**src/inc/uemr_pkg.sv**
```systemverilog
// package: register map, mode codes and answer codes of the endpoint responder
package uemr_pkg;

	localparam int UEMR_EP_COUNT   = 4;
	localparam int UEMR_EP_IDX_W   = 2;

	// wishbone word offsets (byte addresses)
	localparam logic [7:0] OFF_USB_CTRL = 8'h00;
	localparam logic [7:0] OFF_EP_MODE  = 8'h10;
	localparam logic [7:0] OFF_EP_COUNT = 8'h20;
	localparam logic [7:0] OFF_EP_STEP  = 8'h04;

	// field positions
	localparam int CTRL_ACT_LSB   = 0;
	localparam int CTRL_ACT_MSB   = 2;
	localparam int CTRL_DP_BIT    = 5;
	localparam int CTRL_DM_BIT    = 4;
	localparam int MODE_LSB       = 0;
	localparam int MODE_MSB       = 3;
	localparam int MODE_STALL_BIT = 7;
	localparam int CNT_LSB        = 0;
	localparam int CNT_MSB        = 3;

	localparam logic [2:0] CTRL_RESET  = 3'h0;
	localparam logic [3:0] MODE_RESET  = 4'h0;
	localparam logic [3:0] COUNT_RESET = 4'h0;

	// control actions on the upstream pair
	localparam logic [2:0] ACT_NONE    = 3'h0;
	localparam logic [2:0] ACT_J       = 3'h1;
	localparam logic [2:0] ACT_K       = 3'h2;
	localparam logic [2:0] ACT_SE0     = 3'h3;
	localparam logic [2:0] ACT_LOWLOW  = 3'h4;
	localparam logic [2:0] ACT_ZLOW    = 3'h5;
	localparam logic [2:0] ACT_LOWZ    = 3'h6;
	localparam logic [2:0] ACT_ZZ      = 3'h7;

	// endpoint modes
	localparam logic [3:0] M_DISABLE    = 4'h0;
	localparam logic [3:0] M_NAK_IO     = 4'h1;
	localparam logic [3:0] M_STAT_OUT   = 4'h2;
	localparam logic [3:0] M_STALL_IO   = 4'h3;
	localparam logic [3:0] M_IGN_IO     = 4'h4;
	localparam logic [3:0] M_ISO_OUT    = 4'h5;
	localparam logic [3:0] M_STAT_IN    = 4'h6;
	localparam logic [3:0] M_ISO_IN     = 4'h7;
	localparam logic [3:0] M_NAK_OUT    = 4'h8;
	localparam logic [3:0] M_ACK_OUT    = 4'h9;
	localparam logic [3:0] M_NAK_OUT_SI = 4'hA;
	localparam logic [3:0] M_ACK_OUT_SI = 4'hB;
	localparam logic [3:0] M_NAK_IN     = 4'hC;
	localparam logic [3:0] M_ACK_IN     = 4'hD;
	localparam logic [3:0] M_NAK_IN_SO  = 4'hE;
	localparam logic [3:0] M_ACK_IN_SO  = 4'hF;

	typedef enum logic [1:0] {TOK_SETUP, TOK_IN, TOK_OUT, TOK_NONE} uemr_tok_t;
	typedef enum logic [2:0] {
		ANS_IGNORE, ANS_ACK, ANS_NAK, ANS_STALL, ANS_TX_COUNT, ANS_TX_ZERO
	} uemr_ans_t;

endpackage

```
**src/rtl/uemr_responder.sv**
```systemverilog
// endpoint token responder with upstream pin forcing and wishbone registers
`timescale 1ns/100ps
`default_nettype none

module uemr_responder
	import uemr_pkg::*;
#(
	parameter int EP_COUNT = UEMR_EP_COUNT
) (
	input  wire logic                     clk_sys,
	input  wire logic                     rst,
	// wishbone classic slave
	input  wire logic                     wb_cyc_i,
	input  wire logic                     wb_stb_i,
	input  wire logic                     wb_we_i,
	input  wire logic [7:0]               wb_adr_i,
	input  wire logic [3:0]               wb_sel_i,
	input  wire logic [31:0]              wb_dat_i,
	output logic      [31:0]              wb_dat_o,
	output logic                          wb_ack_o,
	// token from the protocol engine
	input  wire logic                     tokValid,
	input  wire uemr_pkg::uemr_tok_t      tokKind,
	input  wire logic [UEMR_EP_IDX_W-1:0] tokEp,
	input  wire logic                     tokCtrlEp,
	input  wire logic                     pktValid,
	input  wire logic                     pktZeroLen,
	input  wire logic                     dataToggleBit,
	input  wire logic                     hostAcked,
	// answer to the protocol engine
	output logic                          ansValid,
	output uemr_pkg::uemr_ans_t           ansCode,
	output logic      [3:0]               ansCount,
	// upstream pair from the engine and to the pads
	input  wire logic                     engDpOut,
	input  wire logic                     engDmOut,
	input  wire logic                     engOe,
	input  wire logic                     usbDpIn,
	input  wire logic                     usbDmIn,
	output logic                          usbDpOut,
	output logic                          usbDpOe,
	output logic                          usbDmOut,
	output logic                          usbDmOe
);
	import uemr_pkg::*;

	// endpoint index is only UEMR_EP_IDX_W bits wide
	if (EP_COUNT < 1 || EP_COUNT > (1 << UEMR_EP_IDX_W)) begin : g_bad_count
		$error("EP_COUNT out of range");
	end

	logic [2:0]  ctrlAct_r;
	logic [3:0]  epMode_r  [EP_COUNT];
	logic        epStall_r [EP_COUNT];
	logic [3:0]  epCount_r [EP_COUNT];
	logic        pendRewrite_r;
	logic [UEMR_EP_IDX_W-1:0] pendEp_r;
	logic [3:0]  pendMode_r;

	////////////////////////////////////////////////////////////////////////////////
	// bus decode

	logic        wbReq;
	logic        wbWr;
	logic        hitCtrl;
	logic        hitMode;
	logic        hitCount;
	logic [UEMR_EP_IDX_W-1:0] regEp;

	function automatic logic epHit(input logic [7:0] adr, input logic [7:0] base);
		logic [7:0] top;
		top = 8'(base + 8'(EP_COUNT * 4));
		return (adr >= base) && (adr < top) && (adr[1:0] == 2'h0);
	endfunction

	assign wbReq    = wb_cyc_i && wb_stb_i && !wb_ack_o;
	assign wbWr     = wbReq && wb_we_i && wb_sel_i[0];
	assign hitCtrl  = wb_adr_i == OFF_USB_CTRL;
	assign hitMode  = epHit(wb_adr_i, OFF_EP_MODE);
	assign hitCount = epHit(wb_adr_i, OFF_EP_COUNT);
	assign regEp    = wb_adr_i[2 +: UEMR_EP_IDX_W];

	always_ff @(posedge clk_sys or posedge rst) begin
		if (rst) begin
			wb_ack_o <= 1'b0;
		end else begin
			wb_ack_o <= wbReq;
		end
	end

	always_ff @(posedge clk_sys or posedge rst) begin
		if (rst) begin
			wb_dat_o <= 32'h0000_0000;
		end else if (wbReq) begin
			wb_dat_o <= 32'h0000_0000;
			if (hitCtrl) begin
				wb_dat_o[CTRL_ACT_MSB:CTRL_ACT_LSB] <= ctrlAct_r;
				wb_dat_o[CTRL_DP_BIT] <= usbDpIn;
				wb_dat_o[CTRL_DM_BIT] <= usbDmIn;
			end else if (hitMode) begin
				wb_dat_o[MODE_MSB:MODE_LSB] <= epMode_r[regEp];
				wb_dat_o[MODE_STALL_BIT] <= epStall_r[regEp];
			end else if (hitCount) begin
				wb_dat_o[CNT_MSB:CNT_LSB] <= epCount_r[regEp];
			end
		end
	end

	////////////////////////////////////////////////////////////////////////////////
	// upstream forcing

	always_ff @(posedge clk_sys or posedge rst) begin
		if (rst) begin
			ctrlAct_r <= CTRL_RESET;
		end else if (wbWr && hitCtrl) begin
			ctrlAct_r <= wb_dat_i[CTRL_ACT_MSB:CTRL_ACT_LSB];
		end
	end

	always_comb begin
		usbDpOut = 1'b0;
		usbDmOut = 1'b0;
		usbDpOe  = 1'b1;
		usbDmOe  = 1'b1;
		case (ctrlAct_r)
			ACT_NONE: begin
				usbDpOut = engDpOut;
				usbDmOut = engDmOut;
				usbDpOe  = engOe;
				usbDmOe  = engOe;
			end
			ACT_J: usbDpOut = 1'b1;
			ACT_K: usbDmOut = 1'b1;
			ACT_SE0, ACT_LOWLOW: begin
			end
			ACT_ZLOW: usbDpOe = 1'b0;
			ACT_LOWZ: usbDmOe = 1'b0;
			ACT_ZZ: begin
				usbDpOe = 1'b0;
				usbDmOe = 1'b0;
			end
			default: begin
			end
		endcase
	end

	////////////////////////////////////////////////////////////////////////////////
	// token decode

	logic [3:0] curMode;
	logic       curStall;
	uemr_ans_t  decAns;
	logic       outOk;

	assign curMode  = epMode_r[tokEp];
	assign curStall = epStall_r[tokEp];
	assign outOk    = pktValid && pktZeroLen && dataToggleBit;

	// failed check stalls a valid packet, ignores a bad one
	function automatic uemr_ans_t checkOut(input logic ok, input logic valid);
		if (ok)
			return ANS_ACK;
		return valid ? ANS_STALL : ANS_IGNORE;
	endfunction

	always_comb begin
		decAns = ANS_IGNORE;
		case (tokKind)
			TOK_SETUP: begin
				case (curMode)
					M_NAK_IO, M_STAT_OUT, M_STALL_IO, M_IGN_IO, M_STAT_IN,
					M_NAK_OUT_SI, M_ACK_OUT_SI, M_NAK_IN_SO, M_ACK_IN_SO:
						decAns = pktValid ? ANS_ACK : ANS_IGNORE;
					default: decAns = ANS_IGNORE;
				endcase
			end
			TOK_IN: begin
				case (curMode)
					M_NAK_IO, M_NAK_IN, M_NAK_IN_SO: decAns = ANS_NAK;
					M_STAT_OUT, M_STALL_IO: decAns = ANS_STALL;
					M_STAT_IN, M_NAK_OUT_SI, M_ACK_OUT_SI: decAns = ANS_TX_ZERO;
					M_ISO_IN, M_ACK_IN_SO: decAns = ANS_TX_COUNT;
					M_ACK_IN: decAns = curStall ? ANS_STALL : ANS_TX_COUNT;
					default: decAns = ANS_IGNORE;
				endcase
			end
			TOK_OUT: begin
				case (curMode)
					M_NAK_IO, M_NAK_OUT, M_NAK_OUT_SI: decAns = ANS_NAK;
					M_STALL_IO, M_STAT_IN: decAns = ANS_STALL;
					M_STAT_OUT, M_NAK_IN_SO, M_ACK_IN_SO:
						decAns = checkOut(outOk, pktValid);
					M_ISO_OUT: decAns = ANS_ACK;
					M_ACK_OUT: decAns = curStall ? ANS_STALL : ANS_ACK;
					M_ACK_OUT_SI: decAns = ANS_ACK;
					default: decAns = ANS_IGNORE;
				endcase
			end
			default: decAns = ANS_IGNORE;
		endcase
	end

	always_ff @(posedge clk_sys or posedge rst) begin
		if (rst) begin
			ansValid <= 1'b0;
			ansCode  <= ANS_IGNORE;
			ansCount <= COUNT_RESET;
		end else begin
			ansValid <= tokValid && decAns != ANS_IGNORE;
			ansCode  <= tokValid ? decAns : ANS_IGNORE;
			ansCount <= (tokValid && decAns == ANS_TX_COUNT) ? epCount_r[tokEp] : 4'h0;
		end
	end

	////////////////////////////////////////////////////////////////////////////////
	// automatic mode rewrite after handshake

	function automatic logic [3:0] afterAck(input logic [3:0] m);
		case (m)
			M_ACK_OUT:    return M_NAK_OUT;
			M_ACK_OUT_SI: return M_NAK_OUT_SI;
			M_ACK_IN:     return M_NAK_IN;
			M_ACK_IN_SO:  return M_NAK_IN_SO;
			default:      return m;
		endcase
	endfunction

	logic tokIsSetupForce;
	logic ackArms;

	assign tokIsSetupForce = tokValid && tokKind == TOK_SETUP && tokCtrlEp
		&& curMode != M_DISABLE;
	assign ackArms = tokValid && afterAck(curMode) != curMode && !curStall
		&& ((tokKind == TOK_OUT && decAns == ANS_ACK)
		|| (tokKind == TOK_IN && decAns == ANS_TX_COUNT));

	// in-mode rewrite waits for the host ACK of the data packet
	always_ff @(posedge clk_sys or posedge rst) begin
		if (rst) begin
			pendRewrite_r <= 1'b0;
			pendEp_r      <= '0;
			pendMode_r    <= MODE_RESET;
		end else if (ackArms && tokKind == TOK_IN) begin
			pendRewrite_r <= 1'b1;
			pendEp_r      <= tokEp;
			pendMode_r    <= afterAck(curMode);
		end else if (hostAcked || tokValid) begin
			pendRewrite_r <= 1'b0;
		end
	end

	// mode nibble, hardware rewrite wins over a same-cycle bus write
	always_ff @(posedge clk_sys or posedge rst) begin
		if (rst) begin
			for (int i = 0; i < EP_COUNT; i++) begin
				epMode_r[i]  <= MODE_RESET;
				epStall_r[i] <= 1'b0;
				epCount_r[i] <= COUNT_RESET;
			end
		end else begin
			if (wbWr && hitMode) begin
				epMode_r[regEp]  <= wb_dat_i[MODE_MSB:MODE_LSB];
				epStall_r[regEp] <= wb_dat_i[MODE_STALL_BIT];
			end
			if (wbWr && hitCount)
				epCount_r[regEp] <= wb_dat_i[CNT_MSB:CNT_LSB];
			if (pendRewrite_r && hostAcked && !tokValid)
				epMode_r[pendEp_r] <= pendMode_r;
			if (tokIsSetupForce)
				epMode_r[tokEp] <= M_NAK_IO;
			else if (ackArms && tokKind == TOK_OUT)
				epMode_r[tokEp] <= afterAck(curMode);
		end
	end

	////////////////////////////////////////////////////////////////////////////////
	// checks

	chk_disable_silent: assert property (@(posedge clk_sys) disable iff (rst)
		tokValid && curMode == M_DISABLE |=> !ansValid)
		else $error("disabled endpoint answered");
	chk_nak_io_setup: assert property (@(posedge clk_sys) disable iff (rst)
		tokValid && tokKind == TOK_SETUP && pktValid && curMode == M_NAK_IO
		|=> ansValid && ansCode == ANS_ACK)
		else $error("nak mode did not ack setup");
	chk_setup_force: assert property (@(posedge clk_sys) disable iff (rst)
		tokIsSetupForce |=> epMode_r[$past(tokEp)] == M_NAK_IO)
		else $error("setup did not force nak mode");
	chk_check_ack: assert property (@(posedge clk_sys) disable iff (rst)
		tokValid && tokKind == TOK_OUT && curMode == M_ACK_IN_SO && !outOk
		|=> ansCode != ANS_ACK)
		else $error("check acked a bad out");
	chk_count_sent: assert property (@(posedge clk_sys) disable iff (rst)
		tokValid && tokKind == TOK_IN && curMode == M_ISO_IN
		|=> ansCode == ANS_TX_COUNT && ansCount == $past(epCount_r[tokEp]))
		else $error("count not transmitted");
	chk_ack_out_rewrite: assert property (@(posedge clk_sys) disable iff (rst)
		tokValid && tokKind == TOK_OUT && curMode == M_ACK_OUT && !curStall
		&& !(wbWr && hitMode) |=> epMode_r[$past(tokEp)] == M_NAK_OUT)
		else $error("ack out not rewritten");
	chk_stall_in: assert property (@(posedge clk_sys) disable iff (rst)
		tokValid && tokKind == TOK_IN && curMode == M_ACK_IN && curStall
		|=> ansCode == ANS_STALL)
		else $error("stall bit ignored");
	chk_force_se0: assert property (@(posedge clk_sys) disable iff (rst)
		ctrlAct_r == ACT_SE0 |-> usbDpOe && usbDmOe && !usbDpOut && !usbDmOut)
		else $error("se0 not forced");
	chk_float_both: assert property (@(posedge clk_sys) disable iff (rst)
		ctrlAct_r == ACT_ZZ |-> !usbDpOe && !usbDmOe)
		else $error("lines not floated");

	cov_setup_force: cover property (@(posedge clk_sys) disable iff (rst) tokIsSetupForce);
	cov_in_rewrite: cover property (@(posedge clk_sys) disable iff (rst)
		pendRewrite_r && hostAcked);
	cov_check_stall: cover property (@(posedge clk_sys) disable iff (rst)
		ansValid && ansCode == ANS_STALL);

endmodule

`default_nettype wire

```
**config.mk**
```make
export PLATFORM = sky130hd
export DESIGN_NAME = uemr_responder
export DESIGN_NICKNAME = d
export VERILOG_FILES = /design/src/inc/uemr_pkg.sv /design/src/rtl/uemr_responder.sv
export SDC_FILE = /design/constraint.sdc
export NUM_CORES = 1
export LEC_CHECK = 0
export BUFFER_PORTS_ARGS = -buffer_cell sky130_fd_sc_hd__buf_2
export CAP_MARGIN = 25
export CORE_ASPECT_RATIO = 1.75
export CORE_MARGIN = 3
export CORE_UTILIZATION = 57
export DETAILED_ROUTE_END_ITERATION = 8
export GPL_TIMING_DRIVEN = 0
export HOLD_SLACK_MARGIN = 0.08
export PLACE_DENSITY = 0.87
export SYNTH_ARGS = -nofsm -noshare
export SYNTH_HDL_FRONTEND = slang
export SYNTH_SLANG_ARGS = --single-unit
```
**constraint.sdc**
```tcl
create_clock -name clk_sys -period 4 [get_ports clk_sys]
set_input_delay 1 -clock clk_sys [delete_from_list [all_inputs] [get_ports clk_sys]]
set_output_delay 1 -clock clk_sys [all_outputs]
set_load 0.005 [all_outputs]
```
# Yosys cells after proc, flatten, opt, wreduce, memory -nomap -nowiden
# Index checks and enable logic that the tools add are counted.
[word_totals] in_bits=64 elab_cells=181 output_inout_bits=45 register_bits=62
[op_classes] n_lt_le_gt_ge=10 mux=66 n_eq_ne=25 n_bitwise=6 n_reduce_logical=53
[op_table] operator="$bwmux W16" n=4
[op_table] operator="$mux W16" n=4
[op_table] operator="$mux W4" n=16
[op_table] operator="$bmux W4 S2" n=4
[op_table] operator="$eq A4 B4 Y1 const B" n=8
[op_table] operator="$logic_and A1 B1 Y1" n=30
[op_table] operator="$pmux W3 S5" n=2
[op_table] operator="$demux W4 S2" n=3
[op_table] operator="$eq A4 B3 Y1 const B" n=4
[op_table] operator="$lt A8 B6 Y1 const B" n=2
[op_table] operator="$pmux W4 S4" n=1
[op_table] operator="$mux W1" n=15
[op_table] operator="$mux W3" n=5
[op_table] operator="$and A12 B12 Y12" n=1
[op_table] operator="$eq A3 B3 Y1 const B" n=4
[op_table] operator="$not A12 Y12" n=1
[op_table] operator="$reduce_or A2 Y1" n=6
[op_table] operator="$reduce_or A3 Y1" n=4
[op_table] operator="$ge A3 B3 Y1 const B" n=3
[op_table] operator="$lt A3 B1 Y1 const B" n=3
[op_table] operator="$not A2 Y3" n=3
[op_table] operator="$pmux W3 S3" n=1
[op_table] operator="$reduce_or A9 Y1" n=1
[op_table] operator="$eq A4 B2 Y1 const B" n=2
[op_table] operator="other kinds (22)" n=33

# Logic depth before layout (Yosys ltp)
[logic_depth] depth_word=21 mapped_depth=9 ltp_nobuf=7

# Worst setup path before layout
# Ideal clock, no wire load.
[synth_path] kind="input -> register" from="in tokEp[0]" to="reg pendEp_r[0]" t_arrival_ns=3.017 path_stages=9 setup_time_ns=0.125 path_buffers=3 setup_slack_ns=0.859 cell_sequence="buf_6 -> mux4_2 -> buf_2 -> inv_1 -> o211ai_1 -> a31oi_1 -> and3b_1 -> clkbuf_1 -> mux2_2"
[synth_via] elab_chain_len=13
[synth_rtl] item="start: declaration" line="uemr_responder.sv:24" text="input wire logic [UEMR_EP_IDX_W-1:0] tokEp,"
[synth_rtl] item="$not A2 Y3 (not written as such)" line="uemr_responder.sv:155, uemr_responder.sv:156"
[synth_rtl] item="$bmux W4 S2" line="uemr_responder.sv:155" text="assign curMode = epMode_r[tokEp];"
[synth_rtl] item="$mux W4 (not written as such) (2 in a row)" line="uemr_responder.sv:155"
[synth_rtl] item="$eq A4 B2 Y1 (tied with other cells)" line="uemr_responder.sv:170, uemr_responder.sv:178, uemr_responder.sv:188"
[synth_rtl] item="$reduce_or A3 Y1 (tied with other cells)" line="uemr_responder.sv:188" text="case (curMode)"
[synth_rtl] item="$pmux W3 S5 (tied with other cells)" line="uemr_responder.sv:188"
[synth_rtl] item="$pmux W3 S3" line="uemr_responder.sv:168" text="case (tokKind)"
[synth_rtl] item="$eq A3 B1 Y1 or $eq A3 B3 Y1 (tied branches)" line="uemr_responder.sv:234, uemr_responder.sv:235"
[synth_rtl] item="$logic_and A1 B1 Y1 (on tied branches)" line="uemr_responder.sv:234, uemr_responder.sv:235"
[synth_rtl] item="$logic_or A1 B1 Y1" line="uemr_responder.sv:235" text="|| (tokKind == TOK_IN && decAns == ANS_TX_COUNT));"
[synth_rtl] item="$logic_and A1 B1 Y1" line="uemr_responder.sv:234" text="&& ((tokKind == TOK_OUT && decAns == ANS_ACK)"
[synth_rtl] item="$logic_and A1 B1 Y1" line="uemr_responder.sv:243" text="end else if (ackArms && tokKind == TOK_IN) begin"
[synth_rtl] item="end signal: assignment" line="uemr_responder.sv:245" text="pendEp_r <= tokEp;"
[synth_rtl] item="end: declaration" line="uemr_responder.sv:57" text="logic [UEMR_EP_IDX_W-1:0] pendEp_r;"
# Several ways; a longest one is shown, not always the timed one. The select of a mux whose other input is x is not followed.
# A chain may end at the register's enable or synchronous reset.

# Worst setup path after layout
[layout_path] from="in tokEp[0]" to="reg pendMode_r[1]"
[layout_via] elab_chain_len=13
[layout_rtl] item="$not A2 Y3 (not written as such) *" line="uemr_responder.sv:155, uemr_responder.sv:156"
[layout_rtl] item="$bmux W4 S2" line="uemr_responder.sv:155"
[layout_rtl] item="$mux W4 (not written as such) (2 in a row)" line="uemr_responder.sv:155"
[layout_rtl] item="$eq A4 B2 Y1 (tied with other cells)" line="uemr_responder.sv:170, uemr_responder.sv:178, uemr_responder.sv:188"
[layout_rtl] item="$reduce_or A3 Y1 (tied with other cells)" line="uemr_responder.sv:188"
[layout_rtl] item="$pmux W3 S5 (tied with other cells)" line="uemr_responder.sv:188"
[layout_rtl] item="$pmux W3 S3" line="uemr_responder.sv:168"
[layout_rtl] item="$eq A3 B1 Y1 or $eq A3 B3 Y1 (tied branches)" line="uemr_responder.sv:234, uemr_responder.sv:235"
[layout_rtl] item="$logic_and A1 B1 Y1 (on tied branches)" line="uemr_responder.sv:234, uemr_responder.sv:235"
[layout_rtl] item="$logic_or A1 B1 Y1" line="uemr_responder.sv:235"
[layout_rtl] item="$logic_and A1 B1 Y1" line="uemr_responder.sv:234"
[layout_rtl] item="$logic_and A1 B1 Y1" line="uemr_responder.sv:243"
[layout_rtl] item="end signal: assignment" line="uemr_responder.sv:246" text="pendMode_r <= afterAck(curMode);"
[layout_rtl] item="end: declaration" line="uemr_responder.sv:58" text="logic [3:0] pendMode_r;"
# Every way passes the cells marked *; elsewhere a longest branch is shown, timed or not. The select of a mux whose other input is x is not followed.

==> impl_metrics.toml <==
[run_status]
status = "complete, no violations"

[timing]
grt_setup_unrepaired = "false"
relSlewSlack = 0.373
setup_viol = 0
clock_skew_ns = 0.00435
fmax_mhz = 297
finalHoldViolations = 0
postLayoutSetupSlackWorst_ns = 0.637
fin_crit_sh = 0.841
finalMaxSlewViolations = 0
fin_setup_tns_ns = 0
final.min_clock_period_ns = 3.36
worst_slew_pin_slew_ns = 0.932

[drt]
drt-total-wl_um = 11100
drt_iter0_markers = 350
drt.antenna.violating_nets = 0
drc_errors = 0
wl_per_cell_um = 19.7
vias_per_cell = 6.36
vias = 3598
drt-pass1-iter-count = 7

[logic_synthesis]
async_flop_share = 1.00
syn_area_mm2 = 0.00393
yosysSeqAreaShare = 0.394
synthCells = 396
ys.flop_type = "dfrtp_1"
synth-edff-count = 0
ys_seq_elements = 62
yosysWarnings = 0
postSynthAreaPerCell_um2 = 9.93
synth_cell_types = 54

[die]
die_w_um = 68.8
die_h_um = 116
die_area_mm2 = 0.00797
rows = 39
initial_utilization = 0.593
design.core.area_mm2 = 0.00664
num_io_pins = 109

[worst_setup_path]
setup.worst_path.start = "tokEp[0]"
required_ns = 4.22
crit_type = "input pin to register"
reg2reg_depth = 8
r2r-end = "pendMode_r[1]"
critPathMaxFanout = 10
cp-start-kind = "input pin"
worst_setup_path_end_kind = "register"
reg2reg_from = "epMode_r[10]"
worst_ep_arrival_time_ns = 3.58
regToRegSetupSlack_ns = 1.06

[hold_path]
hold_path.class = "register to register"
worstHoldStart = "wb_dat_o[4]"
min_to = "wb_dat_o[4]"
whs_path_depth = 2

[global_route]
antenna_found_initial = 0
grt_first_pass_wirelength_um = 17500
grt_remaining_overflow = 0
grt_max_degree = 33
grt_pass1_vias = 3611
grt_usage = 0.305

[cts]
cts_buffer_depth = 2
htree_levels = 3
cts.clk_slew.worst_paths_ns = 0.05
cts_made_buffers = 9
cts_resized = 0
cts_sinks = 62
post_cts_buffers = 0
cts_root_buf = "clkbuf_16"
clock_latency_ns = 0.34
cts_tree = "done"
postCtsHoldBufs = 0

[pwr]
powerDensity_mw_per_mm2 = 367
comb_power_share = 0.133
power_frac_clock = 0.481
power.total_mw = 1.72
internal_power_mw = 1.29
power_frac_seq = 0.387
vdd_drop_max_mv = 0.322
power.leakage_nw = 2.28
switchingPower_uw = 432
p_sw_frac = 0.251

[place]
post-place-ws_ns = 0.399
place.gp.congestion = 0.950
io_buffers = 47
hpwl_um = 8240

[finish]
nets = 543
area_delta_synth_final_pct = 19.4
n_antenna_cell = 0
drive_gt1_frac = 0.310

[run]
maxCapViolations = 0
[flip-flops by register name, indices dropped and copies added, names as in the netlist]
register and flops:
wb_dat_o 7, epCount_r 16, epMode_r 16, epStall_r 4
ansCode 3, ctrlAct_r 3, ansValid 1, pendMode_r 4
pendRewrite_r 1, wb_ack_o 1, pendEp_r 2, ansCount 4
[cells in the mapped netlist, types with 3 or more instances]
master     n  area [um2]
nand3_1   24         120
mux2i_1    5        50.1
o311ai_1   3        26.3
nor4_1     3        18.8
or2_2      5        31.3
nor2b_1   13        81.3
mux4_2    18         405
nand2b_1   5        31.3
a31oi_1   13        81.3
inv_1     10        37.5
nor2_1    31         116
nand3b_1   3        22.5
dfrtp_1   62        1550
o211ai_1  14         105
nand4b_1   3        26.3
nand4_1    3        18.8
nor3_1     4        20.0
a21oi_1    9        45.0
nand2_1   30         113
and3_1     3        18.8
clkbuf_1  16        60.1
and2_1     6        37.5
mux2_2    26         293
o21ai_0   21         105
a22oi_1    4        30.0
buf_4     25         188
o22ai_1    3        18.8
o22a_1     3        26.3
[cells in the final DEF, fill, tap and decap left out, types with 18 or more instances in the layout]
cell type   n
nor2_1     31
nand3_1    24
conb_1     25
buf_2      49
nand2_1    30
mux4_2     18
mux2_2     26
dfrtp_1    62
buf_4      25
o21ai_0    21
[layout make-up]
class,instances,area [um2]
Clock buffer,10,229
Multi-Input combinational cell,299,2140
Inverter,10,37.5
Tap cell,82,103
Timing Repair Buffer,48,255
Buffer,49,298
Sequential cell,62,1550
Fill cell,495,1940
Clock inverter,6,86.3
[kinds of logic (layout without fill, tap and decap cells)]
kind of cell	Yosys count	in the layout	share of synthesized area
multiplexers	49	49	0.190
AO/OA/AOI/OAI	81	81	0.136
buffers and inverters	59	123	0.0852
AND/OR/NAND/NOR	144	144	0.194
flip-flops	62	62	0.394
other	1	25	0.000953
[routing by layer]
layer / global-route usage / vias up / part of all wire
li1: - / 1578 / -
met1: 0.342 / 1697 / 0.34
met2: 0.493 / 247 / 0.51
met3: 0.0698 / 76 / 0.079
met4: 0.224 / 0 / 0.069
met5: 0 / - / 0
[power by group through the flow]
stage	combinational [mW]	sequential, mW	clock (mW)
CTS	0.225	0.666	0.836
global route	0.252	0.669	0.863
detailed placement	0.223	0.677	0
floorplan	0.151	0.673	0
global placement	0.213	0.674	0
finish	0.229	0.667	0.829
[how the worst max path moves through the flow]
stage | cells after the start | end | slack, ns
global placement | 9 | pendEp_r[1] | 0.48
floorplan | 9 | pendEp_r[0] | 0.86
global route | 9 | pendMode_r[1] | 0.55
detailed placement | 9 | pendEp_r[1] | 0.40
finish | 9 | pendMode_r[1] | 0.64
CTS | 9 | pendMode_r[1] | 0.73
[worst max-delay path: stages]
cell and delay [ns]:
buf_6 0.15, mux4_2 0.57, clkbuf_1 0.24, inv_1 0.14, nand3_1 0.08, a31oi_1 0.39
and3b_1 0.24, clkbuf_1 0.37, mux2_2 0.39
[stage by stage]
| step | std cells | instance area [um2] | hold slack, ns | util |
|---|---|---|---|---|
| after global placement | 549 | 4360 | 0.448 | 0.657 |
| after floorplan | 420 | 4020 | 0.463 | - |
| after detailed placement | 550 | 4380 | 0.456 | 0.660 |
| after CTS | 566 | 4700 | 0.468 | 0.708 |
| final | 566 | 4700 | 0.466 | 0.708 |
| after global routing | 566 | 4700 | 0.502 | 0.708 |
(Power assumes the default switching activity.)
